### config.mk
export PLATFORM = sky130hd
export DESIGN_NAME = gtc_top
export DESIGN_NICKNAME = d
export VERILOG_FILES = /design/src/rtl/gtc_pkg.sv /design/src/rtl/gtc_top.sv
export SDC_FILE = /design/constraint.sdc
export NUM_CORES = 1
export LEC_CHECK = 0
export ABC_AREA = 1
export BUFFER_PORTS_ARGS = -buffer_cell sky130_fd_sc_hd__clkbuf_2
export CAP_MARGIN = 20
export CORE_MARGIN = 5
export CORE_UTILIZATION = 35
export DETAILED_ROUTE_END_ITERATION = 6
export GPL_ROUTABILITY_DRIVEN = 1
export HOLD_SLACK_MARGIN = 0.03
export PLACE_DENSITY_LB_ADDON = 0.1
export SETUP_SLACK_MARGIN = 0.2
export SYNTH_ARGS = -nofsm -noshare
export SYNTH_HDL_FRONTEND = slang
export SYNTH_SLANG_ARGS = --single-unit
### constraint.sdc
create_clock -name clk -period 6.7 [get_ports clk]
set_input_delay 1.005 -clock clk [delete_from_list [all_inputs] [get_ports clk]]
set_output_delay 1.005 -clock clk [all_outputs]
set_load 0.02 [all_outputs]
### src/rtl/gtc_pkg.sv
// Constants, register map and field layout of the general timer control logic
//
// Function
// - Manual output set or clear beats any channel action in that cycle.
// - Manual set and clear of one output together are both ignored.
// - Channel actions on one output: clear beats set, set toggle, toggle pulse.
// - Each IO output has a complement that is always its inverse.
// - Outside mode off the counter advances only on prescaler ticks.
// - Prescaler counts down from tick divisor; zero gives one tick, reloads.
// - Timer tick rate is tick source rate over tick divisor plus one.
// - Prescaler event output goes high before prescaler zero, as configured.
// - One shared filter setting, active only for channels in capture mode.
// - Filter passes input after match length plus one equal samples.
// - Two differing consecutive samples reload the filter counter.
// - Debug halt or fault stops counter; with mode not off, IO outputs take park levels meanwhile.
// - Deadband enabled IO outputs wait the deadband delay before park level.
// - Setting of the selected raw flag raises a DMA request.
// - Each DMA request loads the window pointer with start index times four.
// - Each window port access hits the pointed register, pointer plus four.
// - After the word count of accesses, window accesses have no effect.
// - Setting of the selected raw flag raises the converter trigger.
// - A raw flag reaches masked status only while its mask bit is one.
// - Raw status shows all events; writing one to clear register clears.
// - Masked status is mask AND raw status, bit by bit.
// - Writing one to the set register sets the raw flag.
package gtc_pkg;
  localparam int ADDR_W = 12;
  localparam logic [11:0] OFS_MODULE_DESCRIPTION = 12'h000;
  localparam logic [11:0] OFS_MODULE_PARAMETERS = 12'h004;
  localparam logic [11:0] OFS_START = 12'h008;
  localparam logic [11:0] OFS_CTL = 12'h00C;
  localparam logic [11:0] OFS_MANUAL_OUTPUT_CONTROL = 12'h010;
  localparam logic [11:0] OFS_COUNTER_VALUE = 12'h014;
  localparam logic [11:0] OFS_PRESCALER_CONFIG = 12'h018;
  localparam logic [11:0] OFS_PREEVT = 12'h01C;
  localparam logic [11:0] OFS_FILT = 12'h020;
  localparam logic [11:0] OFS_FAULT = 12'h024;
  localparam logic [11:0] OFS_PARK = 12'h028;
  localparam logic [11:0] OFS_DEADBAND_DELAY_VALUES = 12'h02C;
  localparam logic [11:0] OFS_DBEN = 12'h030;
  localparam logic [11:0] OFS_DMA = 12'h03C;
  localparam logic [11:0] OFS_DMAWIN = 12'h040;
  localparam logic [11:0] OFS_CONVERTER_TRIGGER_CONFIG = 12'h044;
  localparam logic [11:0] OFS_IOOVR = 12'h048;
  localparam logic [11:0] OFS_IRQ_MASK = 12'h068;
  localparam logic [11:0] OFS_RIS = 12'h06C;
  localparam logic [11:0] OFS_MIS = 12'h070;
  localparam logic [11:0] OFS_IRQ_SET = 12'h074;
  localparam logic [11:0] OFS_IRQ_CLEAR = 12'h078;
  localparam logic [11:0] OFS_CHCFG0 = 12'h0C0;
  // Arbitrary identification value
  localparam logic [31:0] MODULE_DESCRIPTION_ID = 32'h0000_0001;
  localparam logic [31:0] MODULE_PARAMETERS_RST = 32'h0006_18C3;
  // Field positions
  localparam int TIMER_MODE_FIELD_LSB = 0;
  localparam int PRE_DIV_LSB = 0;
  localparam int PRE_SRC_BIT = 8;
  localparam int DMA_REQ_LSB = 0;
  localparam int DMA_ADDR_LSB = 8;
  localparam int DMA_CNT_LSB = 16;
  localparam int IOOVR_VAL_LSB = 8;
  localparam int CH_ACT_LSB = 16;
  localparam int CH_OEN_LSB = 20;
  localparam int CH_CAPT_BIT = 24;
  // Raw flag positions: zero crossing, then one flag per channel
  localparam int RIS_ZERO = 0;
  typedef enum logic [2:0] {
    GTC_ACT_NONE, GTC_ACT_CLR, GTC_ACT_SET, GTC_ACT_TGL, GTC_ACT_PLS
  } gtc_act_t;
endpackage

### src/rtl/gtc_top.sv
// General timer control logic with APB register slave
//
// Local design decision: the APB register port.
`timescale 1ns/10ps
`default_nettype none
module gtc_top
  import gtc_pkg::*;
#(
  parameter int NCH = 3,
  parameter int NOUT = 3
) (
  input wire logic clk,
  input wire logic arst_n,
  input wire logic psel,
  input wire logic penable,
  input wire logic pwrite,
  input wire logic [ADDR_W-1:0] paddr,
  input wire logic [31:0] pwdata,
  output logic [31:0] prdata,
  output logic pready,
  input wire logic tickIn,
  input wire logic [NCH-1:0] chIn,
  input wire logic faultIn,
  input wire logic debugHalt,
  output logic [NOUT-1:0] evOut,
  output logic [NOUT-1:0] ioOut,
  output logic [NOUT-1:0] ioOutN,
  output logic prescaler_event_config,
  output logic dmaReq,
  output logic adcTrig
);
  localparam int NRIS = NCH + 1;

  logic pready_r;
  logic [31:0] prdata_r;
  logic [31:0] synchronized_start_config_r, ctl_r, prescaler_config_r, preEvt_r, filtCfg_r, faultCfg_r;
  logic [31:0] park_r, deadband_delay_values_r, dbEn_r, dmaCfg_r, adcCfg_r, ioOvr_r, irq_mask_r;
  logic [31:0] chCfg_r [NCH];
  logic [15:0] cnt_r;
  logic [7:0] pre_r;
  logic tickInPrev_r;
  logic [NRIS-1:0] ris_r;
  logic [NOUT-1:0] out_r, pulseOn_r, ioOut_r, ioOutN_r;
  logic prescaler_event_config_r, dmaReq_r, adcTrig_r;
  logic [11:0] dmaPtr_r;
  logic [4:0] dmaLeft_r;
  logic parkReqPrev_r;
  logic [11:0] dbCnt_r;
  logic [NOUT-1:0] parkHold_r;
  logic [7:0] filtCnt_r [NCH];
  logic [NCH-1:0] sample_r, filt_r, filtPrev_r;

  // Bus decode; window port accesses are redirected to the pointed register
  wire busAcc = psel && penable && pready_r;
  wire isWin = (paddr == OFS_DMAWIN);
  wire winOk = (dmaLeft_r != 5'h0) && (dmaPtr_r != OFS_DMAWIN);
  wire [11:0] effAddr = isWin ? dmaPtr_r : paddr;
  wire accOk = !isWin || winOk;
  wire wrEn = busAcc && pwrite && accOk;
  wire winAcc = busAcc && isWin && winOk;

  function automatic logic hit(input logic [11:0] a, input logic [11:0] ofs);
    return a == ofs;
  endfunction

  // Timer control
  wire modeOn = (ctl_r[TIMER_MODE_FIELD_LSB +: 2] != 2'h0);
  wire parkReq = debugHalt || (faultCfg_r[0] && faultIn);
  wire run = modeOn && !parkReq;
  wire [7:0] tick_divisor = prescaler_config_r[PRE_DIV_LSB +: 8];
  wire srcEv = prescaler_config_r[PRE_SRC_BIT] ? (tickIn && !tickInPrev_r) : 1'b1;
  wire tick = run && srcEv && (pre_r == 8'h0);
  wire [7:0] preNxt = !run ? tick_divisor : !srcEv ? pre_r : (pre_r == 8'h0) ? tick_divisor : pre_r - 8'h1;
  wire [15:0] cntNxt = cnt_r + 16'h1;
  wire zeroEv = tick && (cntNxt == 16'h0);

  // Channel events and actions
  logic [NCH-1:0] cmpHit, captHit;
  logic [NOUT-1:0] aClr, aSet, aTgl, aPls;
  always_comb begin
    aClr = '0;
    aSet = '0;
    aTgl = '0;
    aPls = '0;
    for (int c = 0; c < NCH; c++) begin
      cmpHit[c] = tick && !chCfg_r[c][CH_CAPT_BIT] && (cnt_r == chCfg_r[c][15:0]);
      captHit[c] = run && chCfg_r[c][CH_CAPT_BIT] && filt_r[c] && !filtPrev_r[c];
      if (cmpHit[c] || captHit[c]) begin
        case (gtc_act_t'(chCfg_r[c][CH_ACT_LSB +: 3]))
          GTC_ACT_CLR: aClr = aClr | chCfg_r[c][CH_OEN_LSB +: NOUT];
          GTC_ACT_SET: aSet = aSet | chCfg_r[c][CH_OEN_LSB +: NOUT];
          GTC_ACT_TGL: aTgl = aTgl | chCfg_r[c][CH_OEN_LSB +: NOUT];
          GTC_ACT_PLS: aPls = aPls | chCfg_r[c][CH_OEN_LSB +: NOUT];
          default: aClr = aClr;
        endcase
      end
    end
  end

  // Manual override from the output control register
  wire outCtlWr = wrEn && hit(effAddr, OFS_MANUAL_OUTPUT_CONTROL);
  logic [NOUT-1:0] manSet, manClr, outNxt, pulseNxt;
  always_comb begin
    for (int o = 0; o < NOUT; o++) begin
      manSet[o] = outCtlWr && pwdata[2*o];
      manClr[o] = outCtlWr && pwdata[2*o+1];
      pulseNxt[o] = pulseOn_r[o] && !tick;
      if (manSet[o] && manClr[o]) begin
        outNxt[o] = out_r[o];
      end else if (manSet[o] || manClr[o]) begin
        outNxt[o] = manSet[o];
      end else if (aClr[o]) begin
        outNxt[o] = 1'b0;
      end else if (aSet[o]) begin
        outNxt[o] = 1'b1;
      end else if (aTgl[o]) begin
        outNxt[o] = !out_r[o];
      end else if (aPls[o]) begin
        outNxt[o] = 1'b1;
        pulseNxt[o] = 1'b1;
      end else if (pulseOn_r[o] && tick) begin
        outNxt[o] = 1'b0;
      end else begin
        outNxt[o] = out_r[o];
      end
    end
  end

  // Park level with deadband delay ahead of it
  wire parkEntry = parkReq && !parkReqPrev_r;
  wire [NOUT-1:0] dbMask = dbEn_r[NOUT-1:0];
  wire [NOUT-1:0] holdNxt = parkEntry ? dbMask : (dbCnt_r <= 12'h1) ? '0 : parkHold_r;
  wire [NOUT-1:0] parkVal = (parkReq && modeOn) ? ((holdNxt & ioOut_r) | (~holdNxt & park_r[NOUT-1:0])) : outNxt;
  wire [NOUT-1:0] ovrEn = ioOvr_r[NOUT-1:0];
  wire [NOUT-1:0] ioNxt = (ovrEn & ioOvr_r[IOOVR_VAL_LSB +: NOUT]) | (~ovrEn & parkVal);

  // Raw flags: set wins over clear
  wire [NRIS-1:0] evSet = {(cmpHit | captHit), zeroEv};
  wire [NRIS-1:0] isetW = (wrEn && hit(effAddr, OFS_IRQ_SET)) ? pwdata[NRIS-1:0] : '0;
  wire [NRIS-1:0] iclrW = (wrEn && hit(effAddr, OFS_IRQ_CLEAR)) ? pwdata[NRIS-1:0] : '0;
  wire [NRIS-1:0] risNxt = (ris_r & ~iclrW) | evSet | isetW;
  wire [NRIS-1:0] risRise = risNxt & ~ris_r;
  wire [NRIS-1:0] masked_irq_status = irq_mask_r[NRIS-1:0] & ris_r;

  function automatic logic selRise(input logic [3:0] sel, input logic [NRIS-1:0] rise);
    logic r;
    r = 1'b0;
    for (int i = 0; i < NRIS; i++) begin
      if (sel == 4'(i + 1)) begin
        r = rise[i];
      end
    end
    return r;
  endfunction

  wire dmaEv = selRise(dmaCfg_r[DMA_REQ_LSB +: 4], risRise);
  wire adcEv = selRise(adcCfg_r[3:0], risRise);

  // Read mux
  logic [31:0] rdVal;
  always_comb begin
    rdVal = 32'h0;
    case (effAddr)
      OFS_MODULE_DESCRIPTION: rdVal = MODULE_DESCRIPTION_ID;
      OFS_MODULE_PARAMETERS: rdVal = MODULE_PARAMETERS_RST;
      OFS_START: rdVal = synchronized_start_config_r;
      OFS_CTL: rdVal = ctl_r;
      OFS_COUNTER_VALUE: rdVal = {16'h0, cnt_r};
      OFS_PRESCALER_CONFIG: rdVal = prescaler_config_r;
      OFS_PREEVT: rdVal = preEvt_r;
      OFS_FILT: rdVal = filtCfg_r;
      OFS_FAULT: rdVal = faultCfg_r;
      OFS_PARK: rdVal = park_r;
      OFS_DEADBAND_DELAY_VALUES: rdVal = deadband_delay_values_r;
      OFS_DBEN: rdVal = dbEn_r;
      OFS_DMA: rdVal = dmaCfg_r;
      OFS_CONVERTER_TRIGGER_CONFIG: rdVal = adcCfg_r;
      OFS_IOOVR: rdVal = ioOvr_r;
      OFS_IRQ_MASK: rdVal = irq_mask_r;
      OFS_RIS: rdVal = 32'(ris_r);
      OFS_MIS: rdVal = 32'(masked_irq_status);
      default: begin
        for (int c = 0; c < NCH; c++) begin
          if (effAddr == OFS_CHCFG0 + 12'(4 * c)) begin
            rdVal = chCfg_r[c];
          end
        end
      end
    endcase
    if (!accOk) begin
      rdVal = 32'h0;
    end
  end

  // APB handshake: one wait state, then answer
  always_ff @(posedge clk or negedge arst_n) begin
    if (!arst_n) begin
      pready_r <= 1'b0;
      prdata_r <= 32'h0;
    end else begin
      pready_r <= psel && penable && !pready_r;
      if (psel && penable && !pready_r && !pwrite) begin
        prdata_r <= rdVal;
      end
    end
  end

  // Register writes; description registers have no storage
  always_ff @(posedge clk or negedge arst_n) begin
    if (!arst_n) begin
      {synchronized_start_config_r, ctl_r, prescaler_config_r, preEvt_r, filtCfg_r, faultCfg_r} <= '0;
      {park_r, deadband_delay_values_r, dbEn_r, dmaCfg_r, adcCfg_r, ioOvr_r, irq_mask_r} <= '0;
      for (int c = 0; c < NCH; c++) begin
        chCfg_r[c] <= 32'h0;
      end
    end else if (wrEn) begin
      case (effAddr)
        OFS_START: synchronized_start_config_r <= pwdata;
        OFS_CTL: ctl_r <= pwdata;
        OFS_PRESCALER_CONFIG: prescaler_config_r <= pwdata;
        OFS_PREEVT: preEvt_r <= pwdata;
        OFS_FILT: filtCfg_r <= pwdata;
        OFS_FAULT: faultCfg_r <= pwdata;
        OFS_PARK: park_r <= pwdata;
        OFS_DEADBAND_DELAY_VALUES: deadband_delay_values_r <= pwdata;
        OFS_DBEN: dbEn_r <= pwdata;
        OFS_DMA: dmaCfg_r <= pwdata;
        OFS_CONVERTER_TRIGGER_CONFIG: adcCfg_r <= pwdata;
        OFS_IOOVR: ioOvr_r <= pwdata;
        OFS_IRQ_MASK: irq_mask_r <= pwdata;
        default: begin
          for (int c = 0; c < NCH; c++) begin
            if (effAddr == OFS_CHCFG0 + 12'(4 * c)) begin
              chCfg_r[c] <= pwdata;
            end
          end
        end
      endcase
    end
  end

  // Prescaler and counter
  always_ff @(posedge clk or negedge arst_n) begin
    if (!arst_n) begin
      pre_r <= 8'h0;
      cnt_r <= 16'h0;
      tickInPrev_r <= 1'b0;
      prescaler_event_config_r <= 1'b0;
    end else begin
      pre_r <= preNxt;
      tickInPrev_r <= tickIn;
      prescaler_event_config_r <= run && (preNxt <= preEvt_r[7:0]);
      if (wrEn && hit(effAddr, OFS_COUNTER_VALUE)) begin
        cnt_r <= pwdata[15:0];
      end else if (tick) begin
        cnt_r <= cntNxt;
      end
    end
  end

  // Input filter per channel; one filter setting shared by all channels
  logic [7:0] filtCntNxt [NCH];
  logic [NCH-1:0] filtNxt;
  always_comb begin
    for (int c = 0; c < NCH; c++) begin
      filtCntNxt[c] = filtCnt_r[c];
      filtNxt[c] = filt_r[c];
      if (!chCfg_r[c][CH_CAPT_BIT]) begin
        filtNxt[c] = chIn[c];
        filtCntNxt[c] = filtCfg_r[7:0];
      end else begin
        if (chIn[c] != sample_r[c]) begin
          filtCntNxt[c] = filtCfg_r[7:0];
        end else if (filtCnt_r[c] != 8'h0) begin
          filtCntNxt[c] = filtCnt_r[c] - 8'h1;
        end
        // Input is valid on the sample that brings the counter to zero
        if (filtCntNxt[c] == 8'h0) begin
          filtNxt[c] = chIn[c];
        end
      end
    end
  end

  always_ff @(posedge clk or negedge arst_n) begin
    if (!arst_n) begin
      sample_r <= '0;
      filt_r <= '0;
      filtPrev_r <= '0;
      for (int c = 0; c < NCH; c++) begin
        filtCnt_r[c] <= 8'h0;
      end
    end else begin
      sample_r <= chIn;
      filt_r <= filtNxt;
      filtPrev_r <= filt_r;
      for (int c = 0; c < NCH; c++) begin
        filtCnt_r[c] <= filtCntNxt[c];
      end
    end
  end

  // Outputs, park and deadband
  always_ff @(posedge clk or negedge arst_n) begin
    if (!arst_n) begin
      out_r <= '0;
      pulseOn_r <= '0;
      ioOut_r <= '0;
      ioOutN_r <= '1;
      parkReqPrev_r <= 1'b0;
      dbCnt_r <= 12'h0;
      parkHold_r <= '0;
    end else begin
      out_r <= outNxt;
      pulseOn_r <= pulseNxt;
      ioOut_r <= ioNxt;
      ioOutN_r <= ~ioNxt;
      parkReqPrev_r <= parkReq;
      parkHold_r <= holdNxt;
      dbCnt_r <= parkEntry ? deadband_delay_values_r[11:0] : (dbCnt_r != 12'h0) ? dbCnt_r - 12'h1 : 12'h0;
    end
  end

  // Raw flags, DMA pointer, requests
  always_ff @(posedge clk or negedge arst_n) begin
    if (!arst_n) begin
      ris_r <= '0;
      dmaReq_r <= 1'b0;
      adcTrig_r <= 1'b0;
      dmaPtr_r <= 12'h0;
      dmaLeft_r <= 5'h0;
    end else begin
      ris_r <= risNxt;
      dmaReq_r <= dmaEv;
      adcTrig_r <= adcEv;
      if (dmaEv) begin
        dmaPtr_r <= {dmaCfg_r[DMA_ADDR_LSB +: 10], 2'b00};
        dmaLeft_r <= dmaCfg_r[DMA_CNT_LSB +: 5];
      end else if (winAcc) begin
        dmaPtr_r <= dmaPtr_r + 12'h4;
        dmaLeft_r <= dmaLeft_r - 5'h1;
      end
    end
  end

  assign prdata = prdata_r;
  assign pready = pready_r;
  assign evOut = out_r;
  assign ioOut = ioOut_r;
  assign ioOutN = ioOutN_r;
  assign prescaler_event_config = prescaler_event_config_r;
  assign dmaReq = dmaReq_r;
  assign adcTrig = adcTrig_r;
endmodule // gtc_top
`default_nettype wire

* After elaboration in Yosys (flattened, before gate mapping)
Index checks and enable logic that the tools add are counted.
** Word-level totals
- Register bits after elaboration :: 655
- Input port bits :: 55
- Word-level logic and storage cells :: 351
** Cells by class
- Magnitude comparators :: 2
- Equality and inequality tests :: 54
- Bitwise logic cells :: 26
- Multiplexer cells :: 112
- Reduce and logical (&&, ||, !) cells :: 107
- $add $sub $neg :: 8
** Operators with widths (count)
- 32-bit case mux with 18 select lines :: 1
- 32-bit two-way mux :: 4
- 8-bit two-way mux :: 15
- 12-bit by 7-bit equality test with 1-bit output (second input constant) :: 8
- 3-bit two-way mux :: 27
- 12-bit by 6-bit equality test with 1-bit output (second input constant) :: 6
- 12-bit two-way mux :: 5
- 1-bit two-way mux :: 54
- 1-bit logical AND :: 52
- 12-bit by 5-bit equality test with 1-bit output (second input constant) :: 4
- 16-bit equality test :: 3
- 12-bit by 8-bit equality test with 1-bit output (second input constant) :: 3
- 3-bit OR :: 11
- 8-bit zero test :: 4
- 16-bit two-way mux :: 2
- 8-bit by 1-bit subtractor with 8-bit output (second input constant) :: 4
- 2-bit AND reduction :: 13
- 12-bit by 4-bit equality test with 1-bit output (second input constant) :: 2
- 8-bit nonzero test :: 3
- 3-bit by 2-bit equality test with 1-bit output (second input constant) :: 6
- 16-bit by 1-bit adder with 16-bit output (second input constant) :: 1
- 4-bit by 2-bit equality test with 1-bit output (second input constant) :: 4
- 1-bit zero test :: 16
- 16-bit zero test :: 1
- other kinds (28) :: 60

* Logic depth before layout (Yosys ltp)
- Depth after elaboration :: 26
- Gate-level depth with buffers :: 21
- Mapped depth without buffers :: 19

* Worst setup path before layout
Ideal clock, no wire load.
- Kind :: input-to-reg
- From :: input port faultIn
- To :: register prescaler_event_config_r (netlist: prescaler_event_config)
- Arrival time :: 2895 ps
- Stages on the path :: 13
- Required time :: 6581 ps
- Setup slack :: 3686 ps
- Path through :: nand2_1 -> nand2_1 -> nor2_1 -> inv_1 -> nor2_1 -> inv_1 -> a211oi_1 -> nor2_1 -> ha_1 -> a21oi_1 -> o21ai_0 -> a21oi_1 -> o21a_1
** Between the ends
- Longest elaborated chain between the ends :: 7
** Ends and longest elaborated chain
- start: declaration :: line gtc_top.sv:23 : input wire logic faultIn,
- 1-bit logical AND :: line gtc_top.sv:68 : wire parkReq = debugHalt || (faultCfg_r[0] && faultIn);
- 1-bit logical OR :: line gtc_top.sv:68
- net parkReq :: line gtc_top.sv:68
- 1-bit zero test :: line gtc_top.sv:69 : wire run = modeOn && !parkReq;
- 1-bit logical AND :: line gtc_top.sv:69
- 8-bit two-way mux :: line gtc_top.sv:73 : wire [7:0] preNxt = !run ? tick_divisor : !srcEv ? pre_r : (pre_r == 8'h0) ? tick_divisor : pre_r - 8'h1;
- net preNxt[5] :: line gtc_top.sv:73
- 8-bit less-or-equal comparator :: line gtc_top.sv:252 : prescaler_event_config_r <= run && (preNxt <= preEvt_r[7:0]);
- 1-bit logical AND :: line gtc_top.sv:252
- end signal: assignment :: line gtc_top.sv:252
- end: declaration :: line gtc_top.sv:44 : logic prescaler_event_config_r, dmaReq_r, adcTrig_r;
The timed path passes the listed nets, and every way through them passes these cells.
A chain may end at the register's enable or synchronous reset.

* Worst setup path after layout
- From :: input port paddr[0]
- To :: register chCfg_r[0] (netlist bit)
** Between the ends
- Longest elaborated chain between the ends :: 6
- Elaborated cells between the ends (all ways) :: 22
- Classes of those cells :: eq/ne (15); mux (1); bitwise (1); reduce/logical (5)
** Ends and longest elaborated chain
- start: declaration :: line gtc_top.sv:17 : input wire logic [ADDR_W-1:0] paddr,
- 12-bit by 7-bit equality test with 1-bit output :: line gtc_top.sv:55 : wire isWin = (paddr == OFS_DMAWIN);
- 12-bit two-way mux :: line gtc_top.sv:57 : wire [11:0] effAddr = isWin ? dmaPtr_r : paddr;
- 12-bit by 7-bit equality test with 1-bit output, or another cell as far along :: line gtc_top.sv:217 : case (effAddr)
- 13-bit OR reduction (no line)
- 1-bit NOT (no line)
- 3-bit AND reduction (no line) (*)
- end signal: indexed assignment :: line gtc_top.sv:234 : chCfg_r[c] <= pwdata;
- end: declaration :: line gtc_top.sv:38 : logic [31:0] chCfg_r [NCH];
Every way passes the cells marked *; elsewhere a longest branch is shown, timed or not.

==> results.yml <==
sta:
  grt_setup_unrepaired: "no"
  worst_slew_margin_rel_pct: 28.2
  fin_crit_ns: 4.75
  fin_worst_skew_ns: 0.0259
  min_period_over_period_pct: 70.9
  tns_ns: 0
  hold_viol: 0
  worst_pin_slew_ns: 1.07
  drv_slew: 0
  finalSetupViolCount: 0
  fmax_ghz: 0.211
pwr:
  total_power_mw: 8.81
  ir_drop_uv: 158
  p_per_area_nw_per_um2: 241
  leakagePower_nw: 17.6
grt:
  grt_first_pass_wirelength_um: 182000
  grt_antenna_before_repair: 2
  grt_max_degree: 170
  grt_pass1_vias: 27300
  grt_use_total_pct: 24.2
  overflow: 0
layout:
  design_area_um2: 36500
  largest_register_ffs: 96
  nNetsFinal: 4258
  area_growth_pct: 13.1
  drive_gt1_share_pct: 8.12
  final_cell_mix: "nand2_1 (1504), dfrtp_1 (650), o21ai_0 (536)"
  layout_commonest_cell: "nand2_1"
  final_cells: 5427
  regMostFlops: "chCfg_r"
  post-route-util_pct: 39.9
routing:
  vias: 28400
  viasPerCell: 5.23
  drtAntennaViolNets: 0
  routed_wl_um: 121000
  drtIter0Drc: 2806
  first_pass_iters: 6
  drc: 0
  wire_per_inst_um: 22.3
worst_hold_path:
  whs_endpoint: "filtPrev_r[1]"
  whs_path_depth: 0
  hold_path_startpoint: "filt_r[1]"
  hold_path_class: "reg -> reg"
clock_network:
  path_clk_slew_ns: 0.06
  cts_tree: "done"
  htree_levels: 3
  ctsRootBufferMaster: "clkbuf_16"
  post_cts_buffers: 0
  clock_path_buffers: 3
  clock_latency_ns: 0.65
  cts_buffers: 78
  cts.sinks: 653
  hold_buffers: 0
  cts_resized: 0
setup_path:
  cp_max_fo: 32
  crit_family: "simple AND/OR/NAND/NOR gates"
  critPathRequiredTime_ns: 7.22
  crit_type: "in -> reg"
  slowest_stage: "nand3_2"
  max_stage_delay_ns: 0.87
  worstReg2RegEnd: "chCfg_r[0]"
  crit_top_cell: "nand2_1"
  reg2regPathDepth: 13
  crit_arrival_ns: 5.26
  critical_path.cell_chain: "clkbuf_2, nor2_2, nand3_2, nor2_4, nand2_2, o21bai_1, nor2_1, nand2_2, nor2_4, nor2_1, nand2_1, nor3b_4, nand3_2, nand2_1, nand2_1"
  end_kind: "register"
  cp.depth: 15
  regToRegStartpoint: "dmaPtr_r[8]"
  rrSetupSlack_ns: 2.39
  start_kind: "input port"
  crit_buf_inv: 1
die:
  die_h_um: 314
  core_region_area_um2: 91700
  die_area_um2: 98400
  io-pin-count: 100
  start_util_pct: 35.2
  fp.dieW_um: 314
  rows: 111
logic_synthesis:
  synth_top_area_share_pct: 50.4
  synth-seq-cells: 653
  synthTopCellsByArea: "dfrtp_1 (50%), nand2_1 (18%), o21ai_0 (8.3%), nand3_1 (4.3%), nand4_1 (3.3%)"
  synth_compound_area_share_pct: 11.0
  yosys.area_share.adder_pct: 0.930
  netlist_area_um2: 32300
  yosys_warnings: 0
  synth_top_family_by_area: "simple AND/OR/NAND/NOR gates"
  muxShareOfSynthArea_pct: 0
  yosysTopAreaCell: "dfrtp_1"
  netlist_instances: 4181
  synth.distinct_cells: 50
  syn_nets: 4260
  syn_area_per_cell_um2: 7.72
  synthXorXnorAreaFrac_pct: 1.71
  synth-simple-area-share_pct: 29.7
  yosysSeqAreaShare_pct: 50.6
place:
  dpl.cell_count: 5285
  place_area_um2: 33900
  portBuffers: 99
  dp_hpwl_um: 80300
  place.gp.congestion: 0.902
outcome:
  status: "completed"
job:
  cap_violations: 0
## how the worst max path moves through the flow
stage	startpoint	end	slack, ns
global route	paddr[0]	chCfg_r[27]	1.60
global placement	paddr[0]	chCfg_r[6]	1.43
finish	paddr[0]	chCfg_r[0]	1.95
CTS	paddr[0]	chCfg_r[5]	2.00
detailed placement	paddr[0]	chCfg_r[12]	1.31
floorplan	faultIn	prescaler_event_config	3.69
## worst register-to-register path, stage by stage, from the launching register on
cell      delay [ns]
dfrtp_1         0.43
inv_2           0.06
nand2_1         0.07
nor3_2          0.07
o21bai_1        0.32
nor2_1          0.14
nand2_2         0.69
nor2_4          0.26
nor2_1          0.18
nand2_1         0.11
nor3b_4         0.67
nand3_2         0.88
nand2_1         0.26
nand2_1         0.07
## through the flow
step	hold WS (ns)	setup WS [ns]
floorplan	0.354	3.69
global placement	0.358	1.43
detailed placement	0.366	1.31
CTS	0.378	2.00
global route	0.390	1.60
finish	0.381	1.95
## layout make-up
type	count	area [um^2]
fill	9555	55100
sequential	653	16300
multi-input combinational	3039	14100
clock buffer	117	2310
tap	1186	1480
timing repair buffer	157	991
inverter	250	938
clock inverter	23	332
antenna	2	5.00
## synth_stat cells, drive strengths merged
| cell | count |
|---|---|
| o22ai | 7 |
| nand2 | 1524 |
| o31ai | 1 |
| o21ai | 555 |
| o211ai | 10 |
| clkinv | 2 |
| o22a | 1 |
| nor2 | 258 |
| a211oi | 2 |
| ha | 24 |
| or4 | 1 |
| a31oi | 5 |
| o221ai | 15 |
| and2 | 2 |
| nand3b | 4 |
| o2bb2ai | 1 |
| a22o | 17 |
| dfrtp | 650 |
| xor2 | 49 |
| clkbuf | 180 |
| a21oi | 32 |
| xnor2 | 14 |
| nand3 | 282 |
| nor4 | 7 |
| and3 | 3 |
| a22oi | 13 |
| inv | 248 |
| buf | 59 |
| nor3b | 6 |
| nor3 | 30 |
| o21a | 1 |
| o2111ai | 2 |
| or2 | 3 |
| nand4 | 168 |
| o21bai | 2 |
| dfstp | 3 |
## layer usage
layer	routed length, um	track usage, %
met1	54100	33.4
met2	58200	40.7
met3	5900	3.14
met4	3100	6.04
met5	0	0
## where the power goes
| part | internal (mW) | leakage (nW) | switching [mW] |
|---|---|---|---|
| sequential | 3.98 | 8.99 | 0.0305 |
| combinational | 0.0932 | 7.31 | 0.291 |
| clock | 2.63 | 1.30 | 1.79 |
## cells by family after synthesis
| family | Yosys count |
|---|---|
| XOR/XNOR | 63 |
| AND/OR/NAND/NOR | 2288 |
| flip-flops | 653 |
| adder cells (fa/ha/maj) | 24 |
| buffers and inverters | 489 |
| AO/OA/AOI/OAI | 664 |
Note: power is estimated with default switching activity, not from simulation.
